File: src/hw/olsns_defines.svh
// olsns_defines.svh: register offsets, field positions, reset values, timing
// assumes: included by bare name after the package is compiled
`ifndef OLSNS_DEFINES_SVH
`define OLSNS_DEFINES_SVH
`define OLSNS_AW 5
`define OLSNS_ADDR_GCR 5'h00
`define OLSNS_ADDR_OCR 5'h04
`define OLSNS_ADDR_CFG0 5'h08
`define OLSNS_ADDR_CFG1 5'h0c
`define OLSNS_ADDR_FLT0 5'h10
`define OLSNS_ADDR_FLT1 5'h14
`define OLSNS_ADDR_STAT 5'h18
`define OLSNS_GCR_SEL0 0
`define OLSNS_GCR_SEL1 1
`define OLSNS_GCR_TH 2
`define OLSNS_OCR_RATIO 0
`define OLSNS_CFG_FAST 4
`define OLSNS_CFG_DIRDIS 5
`define OLSNS_CFG_SHORTDIS 6
`define OLSNS_CFG_OFFDIS 7
`define OLSNS_CFG_ONDIS 8
`define OLSNS_FLT_ONSTATE_OPENLOAD_FLAG 0
`define OLSNS_STAT_CAUSE 0
`define OLSNS_STAT_ON 2
`define OLSNS_GCR_RST 3'h0
`define OLSNS_OCR_RST 1'h0
`define OLSNS_CFG_RST 9'h000
`define OLSNS_RESP_OKAY 2'h0
`define OLSNS_RESP_SLVERR 2'h2
`define OLSNS_INTERVAL_MS 150
`define OLSNS_CLK_HZ 20000000
`define OLSNS_MS_PER_S 1000
`endif

File: src/hw/olsns_pkg.sv
// olsns_pkg: types shared by the open-load and sense control block
// assumes: compiled before every other file of the block
package olsns_pkg;
   typedef enum logic [1:0] {
      OLSNS_SEL_NONE = 2'b00,
      OLSNS_SEL_CH0 = 2'b01,
      OLSNS_SEL_CH1 = 2'b10,
      OLSNS_SEL_TEMP = 2'b11
   } olsns_sel_t;
   typedef enum logic [1:0] {
      OLSNS_MODE_HI = 2'b00,
      OLSNS_MODE_LO_PWM = 2'b01,
      OLSNS_MODE_LO_DIR = 2'b10
   } olsns_mode_t;
endpackage

File: src/hw/olsns_diag_if.sv
// olsns_diag_if: signals between the top and one channel's open-load checker
// assumes: one instance per channel, all on aclk
`timescale 1ns/1ps
`default_nettype none
interface olsns_diag_if;
   logic low_ratio;
   logic on;
   logic duty_full;
   logic fast_slew;
   logic int_pwm;
   logic diag_off;
   logic cmp_low;
   logic read_fault;
   logic flag;
   logic cause;
   modport top (output low_ratio, on, duty_full, fast_slew, int_pwm, diag_off,
      cmp_low, read_fault, input flag, cause);
   modport onstate_openload_flag (input low_ratio, on, duty_full, fast_slew, int_pwm, diag_off,
      cmp_low, read_fault, output flag, cause);
endinterface
`default_nettype wire

File: src/hw/olsns_top.sv
// olsns_top: on-state open-load diagnosis and sense output control, two channels
// assumes: AXI4-Lite master on aclk; comparator and settle levels are async pins
// Function
// - flag open load below ratio-dependent current threshold
// - open load drives fault pin low, sets flag
// - fault pin recovers when cause gone; flag stays
// - high ratio checks continuously during on time
// - high ratio: read while off clears flag
// - high ratio: read while on clears if gone
// - low ratio checks at events, fast slew only
// - internal pwm checks at turnoff after interval
// - internal pwm check works at full duty
// - direct input checks each turnoff, none at full
// - low ratio clears on read after clean check
// - two select bits route channel or temperature
// - overcurrent window disables sensing, valid pin high
// - mode bit: 0 synchronous, 1 track-hold
// - synchronous sense only while channel conducts
// - track-hold keeps value from before turnoff
// - ratio bit picks ratio, lowers overcurrent thresholds
// - valid pin low once settled until switch-off
// - track-hold samples at switch-off, pin high
// - diagnostic disable bits suppress their checks
//
// Design decisions made here: register access over AXI4-Lite and the address map.
`timescale 1ns/1ps
`default_nettype none
`include "olsns_defines.svh"
module olsns_top import olsns_pkg::*; #(
   parameter int unsigned CHECK_CYCLES = 32'(64'(`OLSNS_INTERVAL_MS) *
      64'(`OLSNS_CLK_HZ) / 64'(`OLSNS_MS_PER_S))
) (
   // clock and reset
   input wire logic aclk,
   input wire logic aresetn,
   // axi4-lite write address
   input wire logic [`OLSNS_AW-1:0] s_axi_awaddr,
   input wire logic s_axi_awvalid,
   output logic s_axi_awready,
   // axi4-lite write data
   input wire logic [31:0] s_axi_wdata,
   input wire logic [3:0] s_axi_wstrb,
   input wire logic s_axi_wvalid,
   output logic s_axi_wready,
   // axi4-lite write response
   output logic [1:0] s_axi_bresp,
   output logic s_axi_bvalid,
   input wire logic s_axi_bready,
   // axi4-lite read address
   input wire logic [`OLSNS_AW-1:0] s_axi_araddr,
   input wire logic s_axi_arvalid,
   output logic s_axi_arready,
   // axi4-lite read data
   output logic [31:0] s_axi_rdata,
   output logic [1:0] s_axi_rresp,
   output logic s_axi_rvalid,
   input wire logic s_axi_rready,
   // channel state from the switch control, on aclk
   input wire logic [1:0] ch_on,
   input wire logic [1:0] duty_full,
   input wire logic [1:0] oc_window,
   // analogue levels, asynchronous
   input wire logic [1:0] ol_cmp_low,
   input wire logic [1:0] sense_settled,
   // pins and analogue controls
   output logic fault_status_pin_n,
   output logic sense_valid_pin_n,
   output logic [1:0] sense_select,
   output logic sense_enable,
   output logic sense_hold,
   output logic sense_ratio_low,
   output logic [1:0] offstate_check_en,
   output logic [1:0] battery_short_check_en
);
   logic [2:0] gcr_reg;
   logic ocr_reg;
   logic [8:0] cfg_reg [2];
   logic aw_full_reg;
   logic w_full_reg;
   logic aw_full_next;
   logic w_full_next;
   logic [`OLSNS_AW-1:0] awaddr_reg;
   logic [31:0] wdata_reg;
   logic [3:0] wstrb_reg;
   logic wr_go;
   logic rd_go;
   logic [31:0] rd_val;
   logic rd_ok;
   logic wr_ok;
   logic [1:0] cmp_s;
   logic [1:0] settled_s;
   logic [1:0] flag;
   logic [1:0] cause;
   logic sel_cur;
   logic sel_idx;
   olsns_sel_t sel;

   olsns_diag_if dif[2] ();

   function automatic logic [31:0] wmerge(input logic [31:0] old,
         input logic [31:0] nw, input logic [3:0] strb);
      logic [31:0] r;
      r = old;
      for (int b = 0; b < 4; b++) begin
         if (strb[b]) begin
            r[b*8 +: 8] = nw[b*8 +: 8];
         end
      end
      return r;
   endfunction

   // pin levels pass two flops first
   olsns_sync #(.W(2)) u_sync_cmp (
      .aclk(aclk),
      .aresetn(aresetn),
      .d(ol_cmp_low),
      .q(cmp_s)
   );

   olsns_sync #(.W(2)) u_sync_set (
      .aclk(aclk),
      .aresetn(aresetn),
      .d(sense_settled),
      .q(settled_s)
   );

   // per-channel open-load checkers
   for (genvar c = 0; c < 2; c++) begin : g_ch
      assign dif[c].low_ratio = ocr_reg;
      assign dif[c].on = ch_on[c];
      assign dif[c].duty_full = duty_full[c];
      assign dif[c].fast_slew = cfg_reg[c][`OLSNS_CFG_FAST];
      assign dif[c].int_pwm = cfg_reg[c][`OLSNS_CFG_DIRDIS];
      assign dif[c].diag_off = cfg_reg[c][`OLSNS_CFG_ONDIS];
      assign dif[c].cmp_low = cmp_s[c];
      assign flag[c] = dif[c].flag;
      assign cause[c] = dif[c].cause;
      olsns_onstate_openload_flag #(.CHECK_CYCLES(CHECK_CYCLES)) u_onstate_openload_flag (
         .aclk(aclk),
         .aresetn(aresetn),
         .d(dif[c])
      );
   end

   // read of a fault register is a clear request
   assign dif[0].read_fault = rd_go & (s_axi_araddr == `OLSNS_ADDR_FLT0);
   assign dif[1].read_fault = rd_go & (s_axi_araddr == `OLSNS_ADDR_FLT1);

   // write channel capture, address and data in either order
   assign wr_go = aw_full_reg & w_full_reg & ~s_axi_bvalid;
   assign aw_full_next = (aw_full_reg & ~wr_go) | (s_axi_awvalid & s_axi_awready);
   assign w_full_next = (w_full_reg & ~wr_go) | (s_axi_wvalid & s_axi_wready);

   always_ff @(posedge aclk) begin
      if (!aresetn) begin
         aw_full_reg <= 1'b0;
         s_axi_awready <= 1'b0;
      end else begin
         aw_full_reg <= aw_full_next;
         s_axi_awready <= ~aw_full_next;
      end
   end

   always_ff @(posedge aclk) begin
      if (!aresetn) begin
         w_full_reg <= 1'b0;
         s_axi_wready <= 1'b0;
      end else begin
         w_full_reg <= w_full_next;
         s_axi_wready <= ~w_full_next;
      end
   end

   always_ff @(posedge aclk) begin
      if (!aresetn) begin
         awaddr_reg <= '0;
         wdata_reg <= '0;
         wstrb_reg <= '0;
      end else begin
         if (s_axi_awvalid && s_axi_awready) begin
            awaddr_reg <= s_axi_awaddr;
         end
         if (s_axi_wvalid && s_axi_wready) begin
            wdata_reg <= s_axi_wdata;
            wstrb_reg <= s_axi_wstrb;
         end
      end
   end

   always_comb begin
      unique case (awaddr_reg)
         `OLSNS_ADDR_GCR, `OLSNS_ADDR_OCR, `OLSNS_ADDR_CFG0, `OLSNS_ADDR_CFG1,
         `OLSNS_ADDR_FLT0, `OLSNS_ADDR_FLT1, `OLSNS_ADDR_STAT: wr_ok = 1'b1;
         default: wr_ok = 1'b0;
      endcase
   end

   always_ff @(posedge aclk) begin
      if (!aresetn) begin
         s_axi_bvalid <= 1'b0;
         s_axi_bresp <= `OLSNS_RESP_OKAY;
      end else if (wr_go) begin
         s_axi_bvalid <= 1'b1;
         s_axi_bresp <= wr_ok ? `OLSNS_RESP_OKAY : `OLSNS_RESP_SLVERR;
      end else if (s_axi_bready) begin
         s_axi_bvalid <= 1'b0;
      end
   end

   // software registers
   always_ff @(posedge aclk) begin
      if (!aresetn) begin
         gcr_reg <= `OLSNS_GCR_RST;
      end else if (wr_go && awaddr_reg == `OLSNS_ADDR_GCR) begin
         gcr_reg <= 3'(wmerge(32'(gcr_reg), wdata_reg, wstrb_reg));
      end
   end

   always_ff @(posedge aclk) begin
      if (!aresetn) begin
         ocr_reg <= `OLSNS_OCR_RST;
      end else if (wr_go && awaddr_reg == `OLSNS_ADDR_OCR) begin
         ocr_reg <= 1'(wmerge(32'(ocr_reg), wdata_reg, wstrb_reg) >> `OLSNS_OCR_RATIO);
      end
   end

   always_ff @(posedge aclk) begin
      if (!aresetn) begin
         cfg_reg[0] <= `OLSNS_CFG_RST;
         cfg_reg[1] <= `OLSNS_CFG_RST;
      end else if (wr_go && awaddr_reg == `OLSNS_ADDR_CFG0) begin
         cfg_reg[0] <= 9'(wmerge(32'(cfg_reg[0]), wdata_reg, wstrb_reg));
      end else if (wr_go && awaddr_reg == `OLSNS_ADDR_CFG1) begin
         cfg_reg[1] <= 9'(wmerge(32'(cfg_reg[1]), wdata_reg, wstrb_reg));
      end
   end

   // read channel
   assign rd_go = s_axi_arvalid & s_axi_arready;

   always_comb begin
      rd_val = 32'h0;
      rd_ok = 1'b1;
      unique case (s_axi_araddr)
         `OLSNS_ADDR_GCR: rd_val = 32'(gcr_reg);
         `OLSNS_ADDR_OCR: rd_val = 32'(ocr_reg);
         `OLSNS_ADDR_CFG0: rd_val = 32'(cfg_reg[0]);
         `OLSNS_ADDR_CFG1: rd_val = 32'(cfg_reg[1]);
         `OLSNS_ADDR_FLT0: rd_val[`OLSNS_FLT_ONSTATE_OPENLOAD_FLAG] = flag[0];
         `OLSNS_ADDR_FLT1: rd_val[`OLSNS_FLT_ONSTATE_OPENLOAD_FLAG] = flag[1];
         `OLSNS_ADDR_STAT: begin
            rd_val[`OLSNS_STAT_CAUSE +: 2] = cause;
            rd_val[`OLSNS_STAT_ON +: 2] = ch_on;
         end
         default: rd_ok = 1'b0;
      endcase
   end

   always_ff @(posedge aclk) begin
      if (!aresetn) begin
         s_axi_arready <= 1'b0;
      end else if (rd_go) begin
         s_axi_arready <= 1'b0;
      end else begin
         s_axi_arready <= ~s_axi_rvalid | s_axi_rready;
      end
   end

   always_ff @(posedge aclk) begin
      if (!aresetn) begin
         s_axi_rvalid <= 1'b0;
         s_axi_rdata <= 32'h0;
         s_axi_rresp <= `OLSNS_RESP_OKAY;
      end else if (rd_go) begin
         s_axi_rvalid <= 1'b1;
         s_axi_rdata <= rd_val;
         s_axi_rresp <= rd_ok ? `OLSNS_RESP_OKAY : `OLSNS_RESP_SLVERR;
      end else if (s_axi_rready) begin
         s_axi_rvalid <= 1'b0;
      end
   end

   // fault pin low while any open-load cause stands
   always_ff @(posedge aclk) begin
      if (!aresetn) begin
         fault_status_pin_n <= 1'b1;
      end else begin
         fault_status_pin_n <= ~|cause;
      end
   end

   // sense routing
   assign sel = olsns_sel_t'({gcr_reg[`OLSNS_GCR_SEL1], gcr_reg[`OLSNS_GCR_SEL0]});
   assign sel_cur = (sel == OLSNS_SEL_CH0) | (sel == OLSNS_SEL_CH1);
   assign sel_idx = (sel == OLSNS_SEL_CH1);

   always_ff @(posedge aclk) begin
      if (!aresetn) begin
         sense_select <= OLSNS_SEL_NONE;
         sense_ratio_low <= 1'b0;
      end else begin
         sense_select <= sel;
         sense_ratio_low <= ocr_reg;
      end
   end

   always_ff @(posedge aclk) begin
      if (!aresetn) begin
         sense_enable <= 1'b0;
      end else if (sel == OLSNS_SEL_TEMP) begin
         sense_enable <= 1'b1;
      end else if (!sel_cur || oc_window[sel_idx]) begin
         sense_enable <= 1'b0;
      end else if (gcr_reg[`OLSNS_GCR_TH]) begin
         sense_enable <= 1'b1;
      end else begin
         sense_enable <= ch_on[sel_idx];
      end
   end

   // hold level freezes the value taken at switch-off
   always_ff @(posedge aclk) begin
      if (!aresetn) begin
         sense_hold <= 1'b0;
      end else begin
         sense_hold <= gcr_reg[`OLSNS_GCR_TH] & sel_cur & ~ch_on[sel_idx];
      end
   end

   always_ff @(posedge aclk) begin
      if (!aresetn) begin
         sense_valid_pin_n <= 1'b1;
      end else if (!sel_cur || oc_window[sel_idx]) begin
         sense_valid_pin_n <= 1'b1;
      end else if (!ch_on[sel_idx]) begin
         sense_valid_pin_n <= 1'b1;
      end else if (settled_s[sel_idx]) begin
         sense_valid_pin_n <= 1'b0;
      end
   end

   // other diagnostics gated by their disable bits
   always_ff @(posedge aclk) begin
      if (!aresetn) begin
         offstate_check_en <= 2'h0;
         battery_short_check_en <= 2'h0;
      end else begin
         for (int c = 0; c < 2; c++) begin
            offstate_check_en[c] <= ~cfg_reg[c][`OLSNS_CFG_OFFDIS];
            battery_short_check_en[c] <= ~cfg_reg[c][`OLSNS_CFG_SHORTDIS];
         end
      end
   end
endmodule
`default_nettype wire

File: src/hw/olsns_sync.sv
// olsns_sync: two-flop synchroniser for pin levels
// assumes: inputs are asynchronous levels, aclk is the only clock
`timescale 1ns/1ps
`default_nettype none
module olsns_sync #(
   parameter int unsigned W = 1
) (
   // clock and reset
   input wire logic aclk,
   input wire logic aresetn,
   // levels
   input wire logic [W-1:0] d,
   output logic [W-1:0] q
);
   logic [W-1:0] meta_reg;
   always_ff @(posedge aclk) begin
      if (!aresetn) begin
         meta_reg <= '0;
         q <= '0;
      end else begin
         meta_reg <= d;
         q <= meta_reg;
      end
   end
endmodule
`default_nettype wire

File: src/hw/olsns_onstate_openload_flag.sv
// olsns_onstate_openload_flag: on-state open-load detection and flag for one channel
// assumes: all inputs on aclk; cmp_low already synchronised
`timescale 1ns/1ps
`default_nettype none
module olsns_onstate_openload_flag import olsns_pkg::*; #(
   parameter int unsigned CHECK_CYCLES = 3000000
) (
   // clock and reset
   input wire logic aclk,
   input wire logic aresetn,
   // channel link
   olsns_diag_if.onstate_openload_flag d
);
   localparam int unsigned CW = $clog2(CHECK_CYCLES + 1);
   logic [CW-1:0] cnt_reg;
   logic on_d_reg;
   logic flag_reg;
   logic cause_reg;
   logic clean_reg;
   logic turnoff;
   logic elapsed;
   logic chk_evt;
   logic live;
   logic flag_set;
   logic flag_clr;
   olsns_mode_t mode;

   assign turnoff = on_d_reg & ~d.on;
   assign elapsed = (cnt_reg == CW'(CHECK_CYCLES - 1));
   assign live = d.on & d.cmp_low;
   assign d.flag = flag_reg;
   assign d.cause = cause_reg;

   always_comb begin
      if (!d.low_ratio) begin
         mode = OLSNS_MODE_HI;
      end else if (d.int_pwm) begin
         mode = OLSNS_MODE_LO_PWM;
      end else begin
         mode = OLSNS_MODE_LO_DIR;
      end
   end

   always_comb begin
      chk_evt = 1'b0;
      flag_set = 1'b0;
      flag_clr = 1'b0;
      unique case (mode)
         OLSNS_MODE_HI: begin
            flag_set = ~d.diag_off & live;
            flag_clr = d.read_fault & (~d.on | ~d.cmp_low);
         end
         OLSNS_MODE_LO_PWM: begin
            chk_evt = d.fast_slew & elapsed & (turnoff | (d.on & d.duty_full));
            flag_set = ~d.diag_off & chk_evt & d.cmp_low;
            flag_clr = d.read_fault & clean_reg;
         end
         OLSNS_MODE_LO_DIR: begin
            chk_evt = d.fast_slew & turnoff;
            flag_set = ~d.diag_off & chk_evt & d.cmp_low;
            flag_clr = d.read_fault & clean_reg;
         end
         default: begin
            chk_evt = 1'b0;
         end
      endcase
   end

   always_ff @(posedge aclk) begin
      if (!aresetn) begin
         on_d_reg <= 1'b0;
      end else begin
         on_d_reg <= d.on;
      end
   end

   // interval restarts at each detection event
   always_ff @(posedge aclk) begin
      if (!aresetn) begin
         cnt_reg <= '0;
      end else if (chk_evt) begin
         cnt_reg <= '0;
      end else if (!elapsed) begin
         cnt_reg <= cnt_reg + 1'b1;
      end
   end

   // set wins over a read clear in the same cycle
   always_ff @(posedge aclk) begin
      if (!aresetn) begin
         flag_reg <= 1'b0;
      end else if (flag_set) begin
         flag_reg <= 1'b1;
      end else if (flag_clr) begin
         flag_reg <= 1'b0;
      end
   end

   always_ff @(posedge aclk) begin
      if (!aresetn) begin
         clean_reg <= 1'b0;
      end else if (chk_evt) begin
         clean_reg <= ~d.cmp_low;
      end
   end

   always_ff @(posedge aclk) begin
      if (!aresetn) begin
         cause_reg <= 1'b0;
      end else if (d.diag_off) begin
         cause_reg <= 1'b0;
      end else if (mode == OLSNS_MODE_HI) begin
         cause_reg <= live;
      end else if (chk_evt) begin
         cause_reg <= d.cmp_low;
      end
   end
endmodule
`default_nettype wire

File: config.mk
export PLATFORM = sky130hd
export DESIGN_NAME = olsns_top
export DESIGN_NICKNAME = d
export VERILOG_FILES = /design/src/hw/olsns_pkg.sv /design/src/hw/olsns_diag_if.sv /design/src/hw/olsns_top.sv /design/src/hw/olsns_sync.sv /design/src/hw/olsns_onstate_openload_flag.sv
export VERILOG_INCLUDE_DIRS = /design/src /design/src/hw
export SDC_FILE = /design/constraint.sdc
export NUM_CORES = 1
export LEC_CHECK = 0
export ABC_CLOCK_PERIOD_IN_PS = 4000
export BUFFER_PORTS_ARGS = -buffer_cell sky130_fd_sc_hd__buf_2
export CORE_MARGIN = 4
export CORE_UTILIZATION = 45
export CTS_CLUSTER_DIAMETER = 150
export CTS_CLUSTER_SIZE = 30
export DETAILED_ROUTE_END_ITERATION = 7
export GPL_TIMING_DRIVEN = 0
export PLACE_DENSITY_LB_ADDON = 0.12
export SYNTH_ARGS = -nofsm -noshare
export SYNTH_HDL_FRONTEND = slang
export SYNTH_SLANG_ARGS = --single-unit
File: constraint.sdc
create_clock -name aclk -period 4 [get_ports aclk]
set_input_delay 0.2 -clock aclk [delete_from_list [all_inputs] [get_ports aclk]]
set_output_delay 0.2 -clock aclk [all_outputs]
set_load 0.1 [all_outputs]
==> metrics.md <==
| Metric | Value |
|---|---|
| Pwr/cell area | roughly 470 nW/um^2 |
| Leakage | 2.786 nW |
| Worst Skew | 0.007827 ns |
| Fin crit share | a little under three fifths |
| Peak VDD IR | 286.9 uV |
| GP Congestion | around 0.82 |
| RSZ-0062 raised after global routing | false |
| First-pass GRT wire length | 20520 um |
| Post-synth EDFFs | 18 |
| Clk sinks | about 130 |
| Yosys warns | 0 |
| Bufs and invs on worst path | 0 |
| Total CTS buffers | 17 |
| Slowest-stage cell, CP | o21ai_0 |
| Yosys top cell by area | dfxtp_1 |
| Crit path kind | flip-flop to flip-flop |
| FMAX | 441.0 MHz |
| Post-synth top area share | 39.47% |
| Critical path capture point type | flip-flop |
| Area of the core | ~12000 sq um |
| Final ANT Viol Nets | 0 |
| Area growth syn-to-layout | 22.88% |
| Max reg flops | between 40 and 50 |
| Post-cts gate resize count | 0 |
| Final design area excluding fillers | between 6000 and 7000 sq um |
| Die Footprint | 14120 sq um |
| Antenna violations before repair | 0 |
| CTS tree | built |
| Rel. slew slack | 16.92% |
| Ys flop type | dfxtp_1 |
| Die width | 118.8 um |
| Fin. Hold Viols | 0 |
| Vias in the first global route | ~4100 |
| PortBufs | 63 |
| Outcome | complete, no violations |
| Pin slew with the least headroom to its limit | 1.233 ns |
| Layout Nets | between 700 and 800 |
| Global route overflow | 0 |
| Slew Viols, Final | 0 |
| Post-synth top cells | dfxtp_1, nand2_1, nor2_1, a21oi_1, nand3_1 |
| Clk buf depth | 2 |
| Drt wl/cell | roughly 14 um |
| Crit path DAT | 2.30 ns |
| Via density per instance | slightly above 5 |
| First drt pass iteration count | 4 |
| Synth Instances | 590 |
| # setup viols final | 0 |
| H-tree depth | 4 |
| Root buf cell | clkbuf_16 |
| Clock transition at path regs | 0.06 ns |
| Vias | 4406 |
| Placed Instance Area | 6117 sq um |
| Largest net degree at the start of global routing | 17 |
| Diodes inserted | 0 |
| Area contributors post-synth | dfxtp_1, edfxtp_1, nand2_1 |
| Maxcap violations | 0 |
| Worst path required time | roughly 4.0 ns |
| Mapped cell area | between 5000 and 6000 sq um |
| Wirelength, routed | 12310 um |
| Post-DP HPWL | 8905 um |
| Worst Path Max Fanout | 8 |
| Total GRT Usage | between 10% and 20% |
| Synthesis-stage register bit count | 127 |
| Clock Latency Late Sink | 0.42 ns |
| TNS Setup | 0 ns |
| Die height | 118.8 um |
| Post-CTS Hold Buffers | 7 |
| Type of origin of the critical path | flip-flop |
| Share of layout cells above drive strength 1 | 21.51% |
| Most frequent cell after synthesis | dfxtp_1 |
| Initial drt markers | 315 |
| Site Rows | 40 |
| Crit path time final | 2.267 ns |
| Class of the worst hold path | primary input to flip-flop |
| Initial core utilization | 46.02% |
| Critical Path, Cell by Cell | nand3b_4 -> nor4_1 -> nand2_1 -> o21ai_0 |
| Post-synthesis sequential area ratio | 49.25% |
| Post-CTS setup buffers | 0 |
| Max stage delay on crit path | about 0.97 ns |
| Syn Area/Cell | 9.369 sq um |
| Cell family with most CP delay | compound AO/OA/AOI/OAI gates |
| Top-Level Pins | roughly 120 |
| DR DRC count | 0 |
| Post-synth ARST share | 0% |
| Netlist cell types | 63 |
[through the flow]
stage	power (mW)	instances	worst slack (ns)	utilization, %	hold slack [ns]
2_1_floorplan	1.624	614	1.702	-	0.3217
3_3_place_gp	1.681	824	1.757	50.93	0.4129
3_5_place_dp	1.685	824	1.727	50.93	0.4095
4_1_cts	3.254	863	1.718	56.55	0.005340
5_1_grt	3.337	863	1.476	56.55	0.01221
6_report	3.222	863	1.733	56.55	0.02306
[per-layer routing]
metal	global-route usage, %	vias to the layer above	wire length (um)
li1	-	2231	-
met1	23.65	2066	5820
met2	28.92	92	5734
met3	4.986	17	585
met4	6.734	0	168
met5	0	-	0
[kinds of logic after synthesis]
| family | after synthesis | synth area share, % |
|---|---|---|
| other | 1 | 0.06784 |
| buffers and inverters | 53 | 5.659 |
| flip-flops | 127 | 49.25 |
| adder cells (fa/ha/maj) | 4 | 0.9054 |
| AND/OR/NAND/NOR | 272 | 26.62 |
| AO/OA/AOI/OAI | 80 | 8.375 |
| XOR/XNOR | 33 | 5.229 |
| multiplexers | 20 | 3.893 |
[report_power, final]
part | leakage (nW) | internal, mW | total (mW) | switching, mW
clock | 0.288 | 0.964 | 1.56 | 0.593
combinational | 1.43 | 0.0761 | 0.311 | 0.234
sequential | 1.07 | 1.33 | 1.35 | 0.0266
[worst min-delay path: cells and delay by family]
kind / cells / cell delay, ns
and+or+nand+nor: 1 / 0.04
AOI/OAI and AO/OA: 1 / 0.05
buffers and inverters: 1 / 0.09
[placed cells by master (no fill, tap or decap), drive strengths merged, types with 4 or more instances in the layout]
cell type    synthesis  routed
dfxtp              109     109
buf                 36      99
nand2               66      66
nor2                65      65
a21oi               35      35
nand3               34      34
clkbuf              11      30
conb                 1      25
and2                23      23
o21ai               23      23
xor2                20      20
edfxtp              18      18
mux2i               17      17
and3                17      17
xnor2               13      13
nand4               12      12
nor3                12      12
inv                  6      10
nand2b               9       9
and4                 9       9
dlygate4sd3          0       7
a211oi               5       5
ha                   4       4
nor4                 4       4
nand3b               4       4
clkinv               0       4
[path summary, 6_finish.rpt]
| path | slack [ns] | endpoint | from | cells past startpoint |
|---|---|---|---|---|
| setup / recovery | 1.73 | cfg_reg[0][11]$_SDFFCE_PP0P_ | w_full_reg$_SDFF_PN0_ | 4 |
| hold / removal | 0.02 | wdata_reg[0]$_SDFFE_PN0P_ | s_axi_wdata[0] | 3 |
| setup reg to reg | 1.73 | cfg_reg[0][11]$_SDFFCE_PP0P_ | w_full_reg$_SDFF_PN0_ | 4 |
| hold reg to reg | 0.43 | u_sync_set.q[1]$_SDFF_PN0_ | u_sync_set.meta_reg[1]$_SDFF_PN0_ | 1 |
[final cells by class]
class	count	area (sq um)
Fill cell	1105	5219
Inverter	6	22.52
Tap cell	147	183.9
Timing Repair Buffer	70	385.4
Buffer	47	290.3
Clock inverter	13	151.4
Sequential cell	127	2723
Multi-Input combinational cell	434	2582
Clock buffer	19	454.2
(Power assumes the default switching activity.)
